$ cat config.mk
export PLATFORM = sky130hd
export DESIGN_NAME = flash_command_sequencer
export DESIGN_NICKNAME = d
export VERILOG_FILES = /design/src/rtl/flash_seq_pkg.sv /design/src/rtl/flash_block_map.sv /design/src/rtl/flash_command_sequencer.sv
export SDC_FILE = /design/constraint.sdc
export NUM_CORES = 2
export LEC_CHECK = 0
export BUFFER_PORTS_ARGS = -buffer_cell sky130_fd_sc_hd__buf_2
export CORE_UTILIZATION = 47
export DETAILED_ROUTE_END_ITERATION = 6
export PLACE_DENSITY = 0.73
export SYNTH_ARGS = -nofsm -noshare
export SYNTH_HDL_FRONTEND = slang
export SYNTH_SLANG_ARGS = --single-unit
$ cat constraint.sdc
create_clock -name clock -period 4.8 [get_ports clock]
set_input_delay 0.96 -clock clock [delete_from_list [all_inputs] [get_ports clock]]
set_output_delay 0.96 -clock clock [all_outputs]
set_load 0.02 [all_outputs]
$ cat src/rtl/flash_seq_pkg.sv
// Purpose: Shared constants and types for the flash command sequencer.
// Assumes: 32-bit classic Wishbone with byte addresses, one register per word.
// Notes:   Array words sit one per bus word above the array base.
package flash_seq_pkg;

	// Bus and array geometry
	localparam int WB_ADDR_W  = 9;
	localparam int WB_DATA_W  = 32;
	localparam int WORD_W     = 16;
	localparam int WORD_IDX_W = 6;
	localparam int WORD_COUNT = 64;

	// Register offsets (byte addresses)
	localparam logic [WB_ADDR_W-1:0] MAIN_CTRL_OFS = 9'h000;
	localparam logic [WB_ADDR_W-1:0] AUX_CTRL_OFS  = 9'h004;
	localparam logic [WB_ADDR_W-1:0] SUSP_CTRL_OFS = 9'h008;
	localparam logic [WB_ADDR_W-1:0] FAIL_CTRL_OFS = 9'h00c;
	localparam int                   ARRAY_SEL_BIT = 8;

	// Main control fields
	localparam int READY_BIT      = 0;
	localparam int REWRITE_EN_BIT = 1;
	localparam int LOW_EN_BIT     = 2;
	localparam int PROG_ERR_BIT   = 6;
	localparam int ERASE_ERR_BIT  = 7;
	// Aux control fields
	localparam int EXEC_SEL_BIT   = 1;
	localparam int USER_EN_BIT    = 6;
	// Suspend control fields
	localparam int SUSP_EN_BIT    = 0;
	localparam int SUSP_REQ_BIT   = 1;
	localparam int SUSPENDED_BIT  = 6;
	// Verify failure injection fields
	localparam int FAIL_PROG_BIT  = 0;
	localparam int FAIL_ERASE_BIT = 1;
	// Status byte fields
	localparam int SEQ_STATUS_BIT   = 7;
	localparam int ERASE_STATUS_BIT = 5;
	localparam int PROG_STATUS_BIT  = 4;

	// Reset values of the readable registers
	localparam logic [7:0] MAIN_CTRL_RESET = 8'h01;
	localparam logic [7:0] AUX_CTRL_RESET  = 8'h00;
	localparam logic [7:0] SUSP_CTRL_RESET = 8'h40;
	localparam logic [7:0] FAIL_CTRL_RESET = 8'h00;

	// Command codes, low byte only
	localparam logic [7:0] CMD_READ_ARRAY    = 8'hff;
	localparam logic [7:0] CMD_READ_STATUS   = 8'h70;
	localparam logic [7:0] CMD_CLEAR_STATUS  = 8'h50;
	localparam logic [7:0] CMD_PROGRAM       = 8'h40;
	localparam logic [7:0] CMD_ERASE         = 8'h20;
	localparam logic [7:0] CMD_ERASE_CONFIRM = 8'hd0;

	localparam logic [WORD_W-1:0] ERASED_WORD = 16'hffff;

	// Auto operation lengths in clock cycles
	localparam int PROG_CYCLES_DEF  = 64;
	localparam int ERASE_CYCLES_DEF = 512;
	localparam int CNT_W            = 16;

	// Block layout in word indices
	localparam logic [WORD_IDX_W-1:0] BLK_A_BASE = 6'h00;
	localparam logic [WORD_IDX_W-1:0] BLK_A_TOP  = 6'h07;
	localparam logic [WORD_IDX_W-1:0] BLK_B_BASE = 6'h08;
	localparam logic [WORD_IDX_W-1:0] BLK_B_TOP  = 6'h0f;
	localparam logic [WORD_IDX_W-1:0] BLK0_BASE  = 6'h10;
	localparam logic [WORD_IDX_W-1:0] BLK0_TOP   = 6'h1f;
	localparam logic [WORD_IDX_W-1:0] BLK1_BASE  = 6'h20;
	localparam logic [WORD_IDX_W-1:0] BLK1_TOP   = 6'h2f;
	localparam logic [WORD_IDX_W-1:0] BLK2_BASE  = 6'h30;
	localparam logic [WORD_IDX_W-1:0] BLK2_TOP   = 6'h3f;

	typedef enum logic [2:0] {
		SEQ_READY,
		SEQ_PROG_DATA,
		SEQ_ERASE_CONFIRM,
		SEQ_PROGRAMMING,
		SEQ_ERASING,
		SEQ_SUSPENDED
	} seq_state_type;

endpackage

$ cat src/rtl/flash_block_map.sv
// Purpose: Map a word index to its block bounds and write permission.
// Assumes: Fixed five-block layout from the package.
// Notes:   Purely combinational.
`timescale 1ns/1ns
`default_nettype none
module flash_block_map
	import flash_seq_pkg::*;
(
	// Addressed word
	input  wire logic [WORD_IDX_W-1:0] wordIdx,
	// Protection bits, already qualified by the rewrite enable
	input  wire logic                  lowBlockEnable,
	input  wire logic                  userBlockEnable,
	// Block bounds and permission
	output logic      [WORD_IDX_W-1:0] blockBase,
	output logic      [WORD_IDX_W-1:0] blockTop,
	output logic                       writable
);

	// Small blocks always open, low blocks need both bits
	always_comb begin
		if (wordIdx <= BLK_A_TOP) begin
			blockBase = BLK_A_BASE;
			blockTop  = BLK_A_TOP;
			writable  = 1'b1;
		end else if (wordIdx <= BLK_B_TOP) begin
			blockBase = BLK_B_BASE;
			blockTop  = BLK_B_TOP;
			writable  = 1'b1;
		end else if (wordIdx <= BLK0_TOP) begin
			blockBase = BLK0_BASE;
			blockTop  = BLK0_TOP;
			writable  = lowBlockEnable & userBlockEnable;
		end else if (wordIdx <= BLK1_TOP) begin
			blockBase = BLK1_BASE;
			blockTop  = BLK1_TOP;
			writable  = lowBlockEnable & userBlockEnable;
		end else begin
			blockBase = BLK2_BASE;
			blockTop  = BLK2_TOP;
			writable  = userBlockEnable;
		end
	end

endmodule
`default_nettype wire

$ cat src/rtl/flash_command_sequencer.sv
// Purpose: Command interpreter and auto program/erase sequencer for the user flash.
// Assumes: Classic Wishbone slave; array words at ARRAY base, one per bus word.
// Notes:   Array is flip-flops; auto operations are timed by a down counter.
//
// Overview of operation
// - 16-bit even accesses, command in low byte
// - Read-array code returns memory on reads
// - Read-status code makes reads return status
// - Clear-status code zeroes both error flags
// - Program code then data starts auto program
// - Ready reads 0 during auto program
// - Program error flag reports program result
// - Protected blocks refuse program and erase
// - RAM mode switches to status reads until read-array
// - Erase code then confirm at top erases block
// - Ready reads 0 during auto erase
// - Suspended flag 0 erasing, 1 when suspended
// - Erase error flag reports erase result
// - Main and aux enable bits need write 0 then 1
// - NMI or watchdog resets controls, aborts operation
// - Enable bits decide per-block write protection
// - Any error flag blocks program and erase
// - Bad or protected command sets both errors
// - Status bits 7, 5, 4: ready, erase, program
`timescale 1ns/1ns
`default_nettype none
module flash_command_sequencer
	import flash_seq_pkg::*;
#(
	parameter int PROG_CYCLES  = PROG_CYCLES_DEF,
	parameter int ERASE_CYCLES = ERASE_CYCLES_DEF
)(
	// Clock and reset
	input  wire logic                 clock,
	input  wire logic                 rst,
	// Wishbone slave
	input  wire logic                 cyc_i,
	input  wire logic                 stb_i,
	input  wire logic                 we_i,
	input  wire logic [3:0]           sel_i,
	input  wire logic [WB_ADDR_W-1:0] adr_i,
	input  wire logic [WB_DATA_W-1:0] dat_i,
	output logic                      ack_o,
	output logic      [WB_DATA_W-1:0] dat_o,
	// Abort events
	input  wire logic                 nmiEvent,
	input  wire logic                 watchdogEvent,
	// Sequencer state
	output logic                      readyFlag
);

	localparam logic [CNT_W-1:0] PROG_LAST  = CNT_W'(PROG_CYCLES - 1);
	localparam logic [CNT_W-1:0] ERASE_LAST = CNT_W'(ERASE_CYCLES - 1);

	seq_state_type state_r, state_nxt;
	logic [CNT_W-1:0]      cnt_r, cnt_nxt;
	logic                  statusMode_r, statusMode_nxt;
	logic                  progErr_r, progErr_nxt, eraseErr_r, eraseErr_nxt;
	logic                  rewriteEn_r, rewriteEn_nxt, lowEn_r, lowEn_nxt;
	logic                  execSel_r, execSel_nxt, userEn_r, userEn_nxt;
	logic                  suspEn_r, suspEn_nxt, suspReq_r, suspReq_nxt;
	logic                  suspended_r, suspended_nxt;
	logic                  failProg_r, failProg_nxt, failErase_r, failErase_nxt;
	logic                  ready_nxt;
	logic [WORD_IDX_W-1:0] progIdx_r, progIdx_nxt;
	logic [WORD_W-1:0]     progData_r, progData_nxt;
	logic [WORD_IDX_W-1:0] eraseBase_r, eraseBase_nxt, eraseTop_r, eraseTop_nxt;
	logic                  lastValid_r, lastValid_nxt;
	logic [WB_ADDR_W-1:0]  lastOfs_r, lastOfs_nxt;
	logic [7:0]            lastData_r, lastData_nxt;
	logic                  ack_nxt;
	logic [WB_DATA_W-1:0]  dat_nxt;
	logic                  progWrite, eraseWrite;
	logic [WORD_W-1:0]     mem_r [WORD_COUNT];

	// Bus decode
	logic                  access, wrAcc, rdAcc, inArray, flashWr, abort, anyErr;
	logic [WORD_IDX_W-1:0] wordIdx, blkBase, blkTop;
	logic [7:0]            cmd, wrByte, statusByte, mainRd, auxRd, suspRd, failRd;
	logic                  blkWritable, sameReg;

	assign access  = cyc_i & stb_i & ~ack_o;
	assign wrAcc   = access & we_i;
	assign rdAcc   = access & ~we_i;
	assign inArray = adr_i[ARRAY_SEL_BIT];
	assign wordIdx = adr_i[WORD_IDX_W+1:2];
	assign cmd     = dat_i[7:0];             // Upper byte never decoded
	assign wrByte  = dat_i[7:0];
	assign flashWr = wrAcc & inArray & sel_i[0] & rewriteEn_r;
	assign abort   = nmiEvent | watchdogEvent;
	assign anyErr  = progErr_r | eraseErr_r;
	assign sameReg = lastValid_r & (lastOfs_r == adr_i);

	// Protection only counts while rewrite is enabled
	flash_block_map blockMap (
		.wordIdx         (wordIdx),
		.lowBlockEnable  (lowEn_r & rewriteEn_r),
		.userBlockEnable (userEn_r & rewriteEn_r),
		.blockBase       (blkBase),
		.blockTop        (blkTop),
		.writable        (blkWritable)
	);

	// Readable views of state
	always_comb begin
		statusByte = 8'h00;
		statusByte[SEQ_STATUS_BIT]   = readyFlag;
		statusByte[ERASE_STATUS_BIT] = eraseErr_r;
		statusByte[PROG_STATUS_BIT]  = progErr_r;
		mainRd = 8'h00;
		mainRd[READY_BIT]      = readyFlag;
		mainRd[REWRITE_EN_BIT] = rewriteEn_r;
		mainRd[LOW_EN_BIT]     = lowEn_r;
		mainRd[PROG_ERR_BIT]   = progErr_r;
		mainRd[ERASE_ERR_BIT]  = eraseErr_r;
		auxRd = 8'h00;
		auxRd[EXEC_SEL_BIT] = execSel_r;
		auxRd[USER_EN_BIT]  = userEn_r;
		suspRd = 8'h00;
		suspRd[SUSP_EN_BIT]   = suspEn_r;
		suspRd[SUSP_REQ_BIT]  = suspReq_r;
		suspRd[SUSPENDED_BIT] = suspended_r;
		failRd = 8'h00;
		failRd[FAIL_PROG_BIT]  = failProg_r;
		failRd[FAIL_ERASE_BIT] = failErase_r;
	end

	// Bus answer: one-cycle ack, unmapped reads return zero
	always_comb begin
		ack_nxt = access;
		dat_nxt = '0;
		if (rdAcc) begin
			if (inArray) begin
				if (statusMode_r)
					dat_nxt = {24'h000000, statusByte};
				else
					dat_nxt = {16'h0000, mem_r[wordIdx]};
			end else begin
				case (adr_i)
					MAIN_CTRL_OFS: dat_nxt = {24'h000000, mainRd};
					AUX_CTRL_OFS:  dat_nxt = {24'h000000, auxRd};
					SUSP_CTRL_OFS: dat_nxt = {24'h000000, suspRd};
					FAIL_CTRL_OFS: dat_nxt = {24'h000000, failRd};
					default:       dat_nxt = '0;
				endcase
			end
		end
	end

	// Control registers, command sequencer and auto operations
	always_comb begin
		state_nxt      = state_r;
		cnt_nxt        = cnt_r;
		statusMode_nxt = statusMode_r;
		progErr_nxt    = progErr_r;
		eraseErr_nxt   = eraseErr_r;
		rewriteEn_nxt  = rewriteEn_r;
		lowEn_nxt      = lowEn_r;
		execSel_nxt    = execSel_r;
		userEn_nxt     = userEn_r;
		suspEn_nxt     = suspEn_r;
		suspReq_nxt    = suspReq_r;
		failProg_nxt   = failProg_r;
		failErase_nxt  = failErase_r;
		progIdx_nxt    = progIdx_r;
		progData_nxt   = progData_r;
		eraseBase_nxt  = eraseBase_r;
		eraseTop_nxt   = eraseTop_r;
		lastValid_nxt  = lastValid_r;
		lastOfs_nxt    = lastOfs_r;
		lastData_nxt   = lastData_r;
		progWrite      = 1'b0;
		eraseWrite     = 1'b0;

		// Any write breaks a 0-then-1 pair unless it is the next half
		if (wrAcc) begin
			lastValid_nxt = ~inArray & sel_i[0];
			lastOfs_nxt   = adr_i;
			lastData_nxt  = wrByte;
		end

		// In the main and aux registers a 1 only lands right after a 0 to the same bit
		if (wrAcc && !inArray && sel_i[0]) begin
			case (adr_i)
				MAIN_CTRL_OFS: begin
					rewriteEn_nxt = wrByte[REWRITE_EN_BIT] &
						(rewriteEn_r | (sameReg & ~lastData_r[REWRITE_EN_BIT]));
					if (rewriteEn_r)
						lowEn_nxt = wrByte[LOW_EN_BIT] &
							(lowEn_r | (sameReg & ~lastData_r[LOW_EN_BIT]));
				end
				AUX_CTRL_OFS: begin
					if (rewriteEn_r) begin
						execSel_nxt = wrByte[EXEC_SEL_BIT] &
							(execSel_r | (sameReg & ~lastData_r[EXEC_SEL_BIT]));
						userEn_nxt = wrByte[USER_EN_BIT] &
							(userEn_r | (sameReg & ~lastData_r[USER_EN_BIT]));
					end
				end
				SUSP_CTRL_OFS: begin
					suspEn_nxt  = wrByte[SUSP_EN_BIT];
					suspReq_nxt = wrByte[SUSP_REQ_BIT];
				end
				FAIL_CTRL_OFS: begin
					failProg_nxt  = wrByte[FAIL_PROG_BIT];
					failErase_nxt = wrByte[FAIL_ERASE_BIT];
				end
				default: ;
			endcase
		end
		// Dropping rewrite enable also drops the flash-exec mode
		if (!rewriteEn_nxt)
			execSel_nxt = 1'b0;

		case (state_r)
			SEQ_READY: begin
				if (flashWr) begin
					case (cmd)
						CMD_READ_ARRAY:  statusMode_nxt = 1'b0;
						CMD_READ_STATUS: statusMode_nxt = 1'b1;
						CMD_CLEAR_STATUS: begin
							progErr_nxt  = 1'b0;
							eraseErr_nxt = 1'b0;
						end
						CMD_PROGRAM: begin
							if (!anyErr)
								state_nxt = SEQ_PROG_DATA;
						end
						CMD_ERASE: begin
							if (!anyErr)
								state_nxt = SEQ_ERASE_CONFIRM;
						end
						default: begin
							progErr_nxt  = 1'b1;
							eraseErr_nxt = 1'b1;
						end
					endcase
				end
			end
			SEQ_PROG_DATA: begin
				if (flashWr) begin
					if (!blkWritable) begin
						progErr_nxt  = 1'b1;
						eraseErr_nxt = 1'b1;
						state_nxt    = SEQ_READY;
					end else begin
						progIdx_nxt  = wordIdx;
						progData_nxt = dat_i[WORD_W-1:0];
						cnt_nxt      = PROG_LAST;
						state_nxt    = SEQ_PROGRAMMING;
						if (!execSel_r)
							statusMode_nxt = 1'b1;
					end
				end
			end
			SEQ_ERASE_CONFIRM: begin
				if (flashWr) begin
					state_nxt = SEQ_READY;
					if (cmd == CMD_READ_ARRAY) begin
						statusMode_nxt = 1'b0;
					end else if (cmd != CMD_ERASE_CONFIRM || !blkWritable ||
							wordIdx != blkTop) begin
						progErr_nxt  = 1'b1;
						eraseErr_nxt = 1'b1;
					end else begin
						eraseBase_nxt = blkBase;
						eraseTop_nxt  = blkTop;
						cnt_nxt       = ERASE_LAST;
						state_nxt     = SEQ_ERASING;
						if (!execSel_r)
							statusMode_nxt = 1'b1;
					end
				end
			end
			SEQ_PROGRAMMING: begin
				if (cnt_r == '0) begin
					state_nxt = SEQ_READY;
					// A written word cannot be reprogrammed
					progErr_nxt = failProg_r |
						(mem_r[progIdx_r] != ERASED_WORD);
					progWrite = ~progErr_nxt;
				end else begin
					cnt_nxt = cnt_r - 1'b1;
				end
			end
			SEQ_ERASING: begin
				if (suspEn_r && suspReq_r) begin
					state_nxt = SEQ_SUSPENDED;
				end else if (cnt_r == '0) begin
					state_nxt    = SEQ_READY;
					eraseErr_nxt = failErase_r;
					eraseWrite   = ~failErase_r;
				end else begin
					cnt_nxt = cnt_r - 1'b1;
				end
			end
			SEQ_SUSPENDED: begin
				// Array reads are allowed while the erase is parked
				if (flashWr && cmd == CMD_READ_ARRAY)
					statusMode_nxt = 1'b0;
				if (!suspReq_r || !suspEn_r)
					state_nxt = SEQ_ERASING;
			end
			default: state_nxt = SEQ_READY;
		endcase

		// Abort wins over everything, the array is left untouched
		if (abort) begin
			state_nxt      = SEQ_READY;
			statusMode_nxt = 1'b0;
			progErr_nxt    = MAIN_CTRL_RESET[PROG_ERR_BIT];
			eraseErr_nxt   = MAIN_CTRL_RESET[ERASE_ERR_BIT];
			rewriteEn_nxt  = MAIN_CTRL_RESET[REWRITE_EN_BIT];
			lowEn_nxt      = MAIN_CTRL_RESET[LOW_EN_BIT];
			execSel_nxt    = AUX_CTRL_RESET[EXEC_SEL_BIT];
			userEn_nxt     = AUX_CTRL_RESET[USER_EN_BIT];
			suspEn_nxt     = SUSP_CTRL_RESET[SUSP_EN_BIT];
			suspReq_nxt    = SUSP_CTRL_RESET[SUSP_REQ_BIT];
			progWrite      = 1'b0;
			eraseWrite     = 1'b0;
		end

		// Busy covers suspend too; suspended flag is 0 only while erasing
		ready_nxt = ~(state_nxt inside {SEQ_PROGRAMMING, SEQ_ERASING, SEQ_SUSPENDED});
		suspended_nxt = (state_nxt != SEQ_ERASING);
	end

	// Register the sequencer state; reset gives array mode and ready
	always_ff @(posedge clock) begin
		if (rst) begin
			state_r      <= SEQ_READY;
			cnt_r        <= '0;
			statusMode_r <= 1'b0;
			readyFlag    <= MAIN_CTRL_RESET[READY_BIT];
			progErr_r    <= MAIN_CTRL_RESET[PROG_ERR_BIT];
			eraseErr_r   <= MAIN_CTRL_RESET[ERASE_ERR_BIT];
			rewriteEn_r  <= MAIN_CTRL_RESET[REWRITE_EN_BIT];
			lowEn_r      <= MAIN_CTRL_RESET[LOW_EN_BIT];
			execSel_r    <= AUX_CTRL_RESET[EXEC_SEL_BIT];
			userEn_r     <= AUX_CTRL_RESET[USER_EN_BIT];
			suspEn_r     <= SUSP_CTRL_RESET[SUSP_EN_BIT];
			suspReq_r    <= SUSP_CTRL_RESET[SUSP_REQ_BIT];
			suspended_r  <= SUSP_CTRL_RESET[SUSPENDED_BIT];
			failProg_r   <= FAIL_CTRL_RESET[FAIL_PROG_BIT];
			failErase_r  <= FAIL_CTRL_RESET[FAIL_ERASE_BIT];
			progIdx_r    <= '0;
			progData_r   <= '0;
			eraseBase_r  <= '0;
			eraseTop_r   <= '0;
			lastValid_r  <= 1'b0;
			lastOfs_r    <= '0;
			lastData_r   <= '0;
			ack_o        <= 1'b0;
			dat_o        <= '0;
		end else begin
			state_r      <= state_nxt;
			cnt_r        <= cnt_nxt;
			statusMode_r <= statusMode_nxt;
			readyFlag    <= ready_nxt;
			progErr_r    <= progErr_nxt;
			eraseErr_r   <= eraseErr_nxt;
			rewriteEn_r  <= rewriteEn_nxt;
			lowEn_r      <= lowEn_nxt;
			execSel_r    <= execSel_nxt;
			userEn_r     <= userEn_nxt;
			suspEn_r     <= suspEn_nxt;
			suspReq_r    <= suspReq_nxt;
			suspended_r  <= suspended_nxt;
			failProg_r   <= failProg_nxt;
			failErase_r  <= failErase_nxt;
			progIdx_r    <= progIdx_nxt;
			progData_r   <= progData_nxt;
			eraseBase_r  <= eraseBase_nxt;
			eraseTop_r   <= eraseTop_nxt;
			lastValid_r  <= lastValid_nxt;
			lastOfs_r    <= lastOfs_nxt;
			lastData_r   <= lastData_nxt;
			ack_o        <= ack_nxt;
			dat_o        <= dat_nxt;
		end
	end

	// Array words: erased at reset, written only by finished operations
	for (genvar i = 0; i < WORD_COUNT; i++) begin : gWord
		logic [WORD_W-1:0] memNxt;
		always_comb begin
			memNxt = mem_r[i];
			if (eraseWrite && WORD_IDX_W'(i) >= eraseBase_r && WORD_IDX_W'(i) <= eraseTop_r)
				memNxt = ERASED_WORD;
			else if (progWrite && progIdx_r == WORD_IDX_W'(i))
				memNxt = progData_r;
		end
		always_ff @(posedge clock) begin
			if (rst)
				mem_r[i] <= ERASED_WORD;
			else
				mem_r[i] <= memNxt;
		end
	end

endmodule
`default_nettype wire

# Word-level counts from Yosys, hierarchy flattened
# Memory sizes are Yosys's and may differ from the RTL's. A register that Yosys moved wholly into a read port is not among the register bits.
# Index checks and enable logic that the tools add are counted.
dict set report op_classes {
  n_addsub 1
  magnitude_cmp 132
  eq_ne 163
  mux 265
  bitwise 103
  reduce_logical 290
}
# op count
set ops {}
lappend ops {{$mux 16} 200}
lappend ops {{$logic_and 1x1->1} 196}
lappend ops {{$eq 6x6->1 const B} 32}
lappend ops {{$ge 6x6->1 const A} 32}
lappend ops {{$le 6x6->1 const A} 32}
lappend ops {{$ne 2x2->1 const B} 77}
lappend ops {{$reduce_and 2->1} 66}
lappend ops {{$eq 6x5->1 const B} 16}
lappend ops {{$ge 5x6->1 const A} 16}
lappend ops {{$le 5x6->1 const A} 16}
lappend ops {{$or 1x1->1} 71}
lappend ops {{$pmux 16 s4} 1}
lappend ops {{$eq 6x4->1 const B} 8}
lappend ops {{$ge 4x6->1 const A} 8}
lappend ops {{$le 4x6->1 const A} 8}
lappend ops {{$mux 6} 8}
lappend ops {{$mux 1} 33}
lappend ops {{$mux 3} 11}
lappend ops {{$mux 32} 1}
lappend ops {{$pmux 8 s4} 1}
lappend ops {{$eq 6x3->1 const B} 4}
lappend ops {{$eq 8x7->1 const B} 3}
lappend ops {{$ge 3x6->1 const A} 4}
lappend ops {{$le 3x6->1 const A} 4}
lappend ops {{49 further kinds} 106}
dict set report totals {
  reg_bits 116
  mem_bits_rw 1024
  input_bits 52
  output_inout_bits 34
  wordCells 979
  memories 1
}
# name depth width rd rd_ports_with_merged_regs wr line_no
set mem_list {}
lappend mem_list {mem_r 64 16 2 1 64 flash_command_sequencer.sv:74} ;# logic [WORD_W-1:0] mem_r [WORD_COUNT];

# Depth between registers and ports, before layout
dict set report depth {
  depth_word 17
  ltp_mapped 16
  depth_no_buf 11
}

# Cells and area by module
# Synthesis repeated with hierarchy kept, for this count alone.
dict set report unflattened {
  hier_cells 4448
  hier_area_um2 56387.8
}
# mod n_inst cells_each area_per_inst_um2 seq_area_each_um2
set by_module_without_submodules {}
lappend by_module_without_submodules {flash_command_sequencer 1 4431 56284.0 32791.4}
lappend by_module_without_submodules {flash_block_map 1 17 103.8 0.0}

# Least setup slack after synthesis
# Ideal clock, no wire load.
dict set report synth_path {
  path_kind {in2reg}
  start {in watchdogEvent}
  end {mem mem_r[16][0], enable pin}
  setup_time_ns 0.411
  arrival_time_ns 3.901
  required_ns 4.389
  path_slack_ns 0.487
  cell_stages 11
  n_path_buf 3
  cell_sequence {nor2_1 -> inv_1 -> or4_1 -> nor3_1 -> nand3b_1 -> a21oi_1 -> o211ai_1 -> buf_4 -> clkbuf_1 -> clkbuf_1 -> o21ai_0}
}
# element line_no
set synth_lines {}
lappend synth_lines {{start: declaration} flash_command_sequencer.sv:47} ;# input wire logic watchdogEvent,
lappend synth_lines {{end: declaration} flash_command_sequencer.sv:74}

==> results.txt <==
Across the VDD grid, the largest voltage drop is 0.0002967 V. The starting utilization of the core area is 47.65%, and the final routed wire length divided by cell count is 30.78 um. In this run the power density over the cells is 356.5 nW/um2. The number of gates resized after cts was 0; the static power due to leakage was 19.79 nW. Classification of the worst setup path: register to register. After layout, the design draws a total of 22.26 mW.

Port buffering added 50 buffers. Of the cells placed in the final design, the portion with a size suffix greater than 1 is 20.00%. The detailed router finished its first iteration with 7,133 violations. The logs give 116,700 um2 for the core box area and 58,610 um2 for the cell area reported after detailed placement.

Of the synthesized area, sequential elements account for 58.72%. The routed layout has 40,580 vias. The launching element type of the critical path is a register.

Clock period minus worst slack: 4545 ps. By count the netlist is led by sky130_fd_sc_hd__edfxtp_1 (1,024), sky130_fd_sc_hd__nand3_1 (614), sky130_fd_sc_hd__nand2_1 (380), sky130_fd_sc_hd__nor2_1 (354), sky130_fd_sc_hd__mux4_2 (342). Floorplan die height: 345.9 um. The final count of pins violating max slew is 0, and the number of cell rows is 125.

At the pin with the least slew margin, the transition time is 1311 ps. Dominant cell type by count on the critical path: sky130_fd_sc_hd__nand3_1. For this design, the sink count on the clock tree is 1,119.

The pin count of the biggest net entering global routing came out at 136. The tools report the buffer cell driving the clock tree root as sky130_fd_sc_hd__clkbuf_16. The boundary pin count came out at 86. The area enclosed by the die boundary was 119,700 um2; the hold violation count in the final report was 0.

The summed instance area of the synthesized netlist came out at 55,600 um2. Counting the buffers created by CTS gives 115. Across all hold checks on the routed design, the worst slack comes to 457.1 ps. Worst hold path class: register to register. The floorplan step set the die width to 345.9 um. For this run the aggregate overflow at the end of global routing stands at 0. The tools report the initial antenna violation count as 11. Clock-pin slew was measured on the worst setup and hold paths at 60 ps.

Global routing used 30.30% of the available tracks across all layers. The clock insertion delay at the later pin of the skew report was 740 ps; the worst relative slew slack was 12.59%. The area growth from synthesis to layout was 12.28%. The critical path goes through and3_1 -> nand3_1 -> a221o_1 -> o31ai_1 -> a32oi_1 -> o2111ai_1 -> and2_1 -> nand3_1 -> buf_4 -> o21ai_1 -> buf_12. Yosys instantiated no cell more often than sky130_fd_sc_hd__edfxtp_1. The largest total area in the synthesized netlist belongs to sky130_fd_sc_hd__edfxtp_1. The area share of the leading cell type in the synthesized netlist is 55.30%, and the worst slack after detailed placement is 479.4 ps.

The portion of the clock cycle consumed by the worst path in the final layout works out to 94.68%. The number of hold buffers added after CTS was 0. Wires add up to 183.4 mm. In the synthesized netlist the dominant register cell turns out to be sky130_fd_sc_hd__edfxtp_1.

The flow ran to the end, but the final reports show violations. The maximum achievable frequency was 220.0 MHz. The run gives 266.4 mm as the wire length of the first global-routing pass. The delay of the slowest critical-path stage came out at 790 ps.

Before antenna repair, the detailed router went through 7 iterations. The number of setup buffers added after CTS is 0. Between clock sinks in the finished design, the worst skew comes to 42.89 ps. After synthesis, the share of flip-flops with an asynchronous set or reset is 0%. For this design, the slowest cell found on the critical path is sky130_fd_sc_hd__dfxtp_4. Register bit count reported by yosys: 1,119. HPWL reported at the end of detailed placement: 126.0 mm. TritonCTS built the clock tree. In the final timing run, aggregate negative setup slack is 0 ps. The synthesized instance count is 4,352, and the distinct cell type count after synthesis is 77. For this run, the number of standard cells in the final layout without fillers is 5,957.

Mean instance size in the synthesized netlist: 12.78 um2. The checks that failed: DRC. The final design utilization is 53.50%, and the endpoint required time on the critical path is 5210 ps. Setup repair after global routing left no endpoint under its margin. The tools report the number of violations of the max-capacitance limit as 0.

The H-tree was split into 3 levels. The number of enable-type register cells in the synthesized netlist was 1,024; the net count reported at finish was 4,389. For the routability congestion estimate from global placement, the log shows 0.9969. The number of failing setup endpoints in the final timing report was 0. At the worst endpoint, the arrival time is 4950 ps. Along the worst path, the maximum fanout reaches 23. Counting along the longest clock path gives a buffer depth of 3.

For this run, the number of Yosys warnings is 0. The logs give 5,743 for the number of placed instances with taps included and 1 for the DRC violations left. Number of vias per cell: 6.813.

The kind of end point of the critical path is a register. By area the synthesized netlist is led by sky130_fd_sc_hd__edfxtp_1 (55%), sky130_fd_sc_hd__mux4_2 (14%), sky130_fd_sc_hd__nand3_1 (5.5%), sky130_fd_sc_hd__dfxtp_1 (3.4%), sky130_fd_sc_hd__nand2b_1 (2.9%). The remaining number of nets flagged by the antenna check after routing came out at 0.

The via count of the first global-routing pass is 39,240, and the final instance area is 62,430 um2. Once routing completed, OpenROAD measured the worst setup slack at 255.2 ps.
power breakdown:
group          leakage (nW)  switching (mW)  internal, mW
Clock                  1.86            3.91          5.30
Combinational          6.88            1.01         0.693
Sequential             11.1           0.281          11.1
Total                  19.8            5.21          17.1
metal layers:
layer	part of all wire (%)	up-vias	wire length [um]	track usage, %
li1	-	16730	-	-
met1	35	19970	63740	39.77
met2	44	3291	80780	45.19
met3	15	589	27380	9.045
met4	6.2	8	11420	16.61
met5	0.037	-	67	0
flip-flops by register name, summed over array words and instances, names as in the netlist, 3 cells and up, named ones only:
register    count
progData_r     16
state_r         3
eraseTop_r      4
lastData_r      3
lastOfs_r       9
dat_o          16
mem_r        1024
progIdx_r       6
cnt_r          16
cell usage in the layout, fill, tap and decap left out, types with 46 or more instances in the layout:
cell type | netlist | routed
sky130_fd_sc_hd__a21oi_1 | 84 | 84
sky130_fd_sc_hd__buf_12 | 0 | 66
sky130_fd_sc_hd__buf_2 | 95 | 46
sky130_fd_sc_hd__buf_4 | 31 | 174
sky130_fd_sc_hd__clkbuf_16 | 0 | 115
sky130_fd_sc_hd__dfxtp_1 | 95 | 77
sky130_fd_sc_hd__edfxtp_1 | 1024 | 1024
sky130_fd_sc_hd__mux4_2 | 342 | 342
sky130_fd_sc_hd__nand2_1 | 380 | 377
sky130_fd_sc_hd__nand2b_1 | 255 | 255
sky130_fd_sc_hd__nand3_1 | 614 | 613
sky130_fd_sc_hd__nand4_1 | 127 | 127
sky130_fd_sc_hd__nor2_1 | 354 | 354
sky130_fd_sc_hd__o21ai_0 | 119 | 55
sky130_fd_sc_hd__o21ai_1 | 3 | 62
sky130_fd_sc_hd__or4_1 | 69 | 69
worst max-delay path: cells and delay by family, from the launching register on:
family	cells	cell delay [ps]
AO/OA/AOI/OAI	5	2120
buffers and inverters	2	480
flip-flops	1	790
AND/OR/NAND/NOR	4	770
area by class of cell:
cell class	count	area [um2]
Sequential cell	1119	32680
Multi-Input combinational cell	2788	21050
Clock buffer	134	2949
Clock inverter	76	853.3
Antenna cell	4	10.01
Inverter	24	90.09
Fill cell	9336	54250
Tap cell	1524	1907
Timing Repair Buffer	288	2888
cell families after synthesis:
kind of cell / count (synthesis) / share of synthesized area (%)
multiplexers: 360 / 14.18
adder cells (fa/ha/maj): 1 / 0.02250
XOR/XNOR: 20 / 0.3150
other: 1 / 0.006745
AND/OR/NAND/NOR: 2036 / 19.14
flip-flops: 1119 / 58.72
buffers and inverters: 460 / 3.677
AO/OA/AOI/OAI: 355 / 3.934
worst paths after layout:
path / from / endpoint / slack, ps / cells past startpoint
worst max-delay path: register / mem_r[37][12] / 260 / 11
worst max register to register: register / mem_r[37][12] / 260 / 11
worst min register to register: lastData_r[6] / lastData_r[6] / 460 / 2
worst min-delay path: lastData_r[6] / lastData_r[6] / 460 / 2
(Power assumes the default switching activity.)
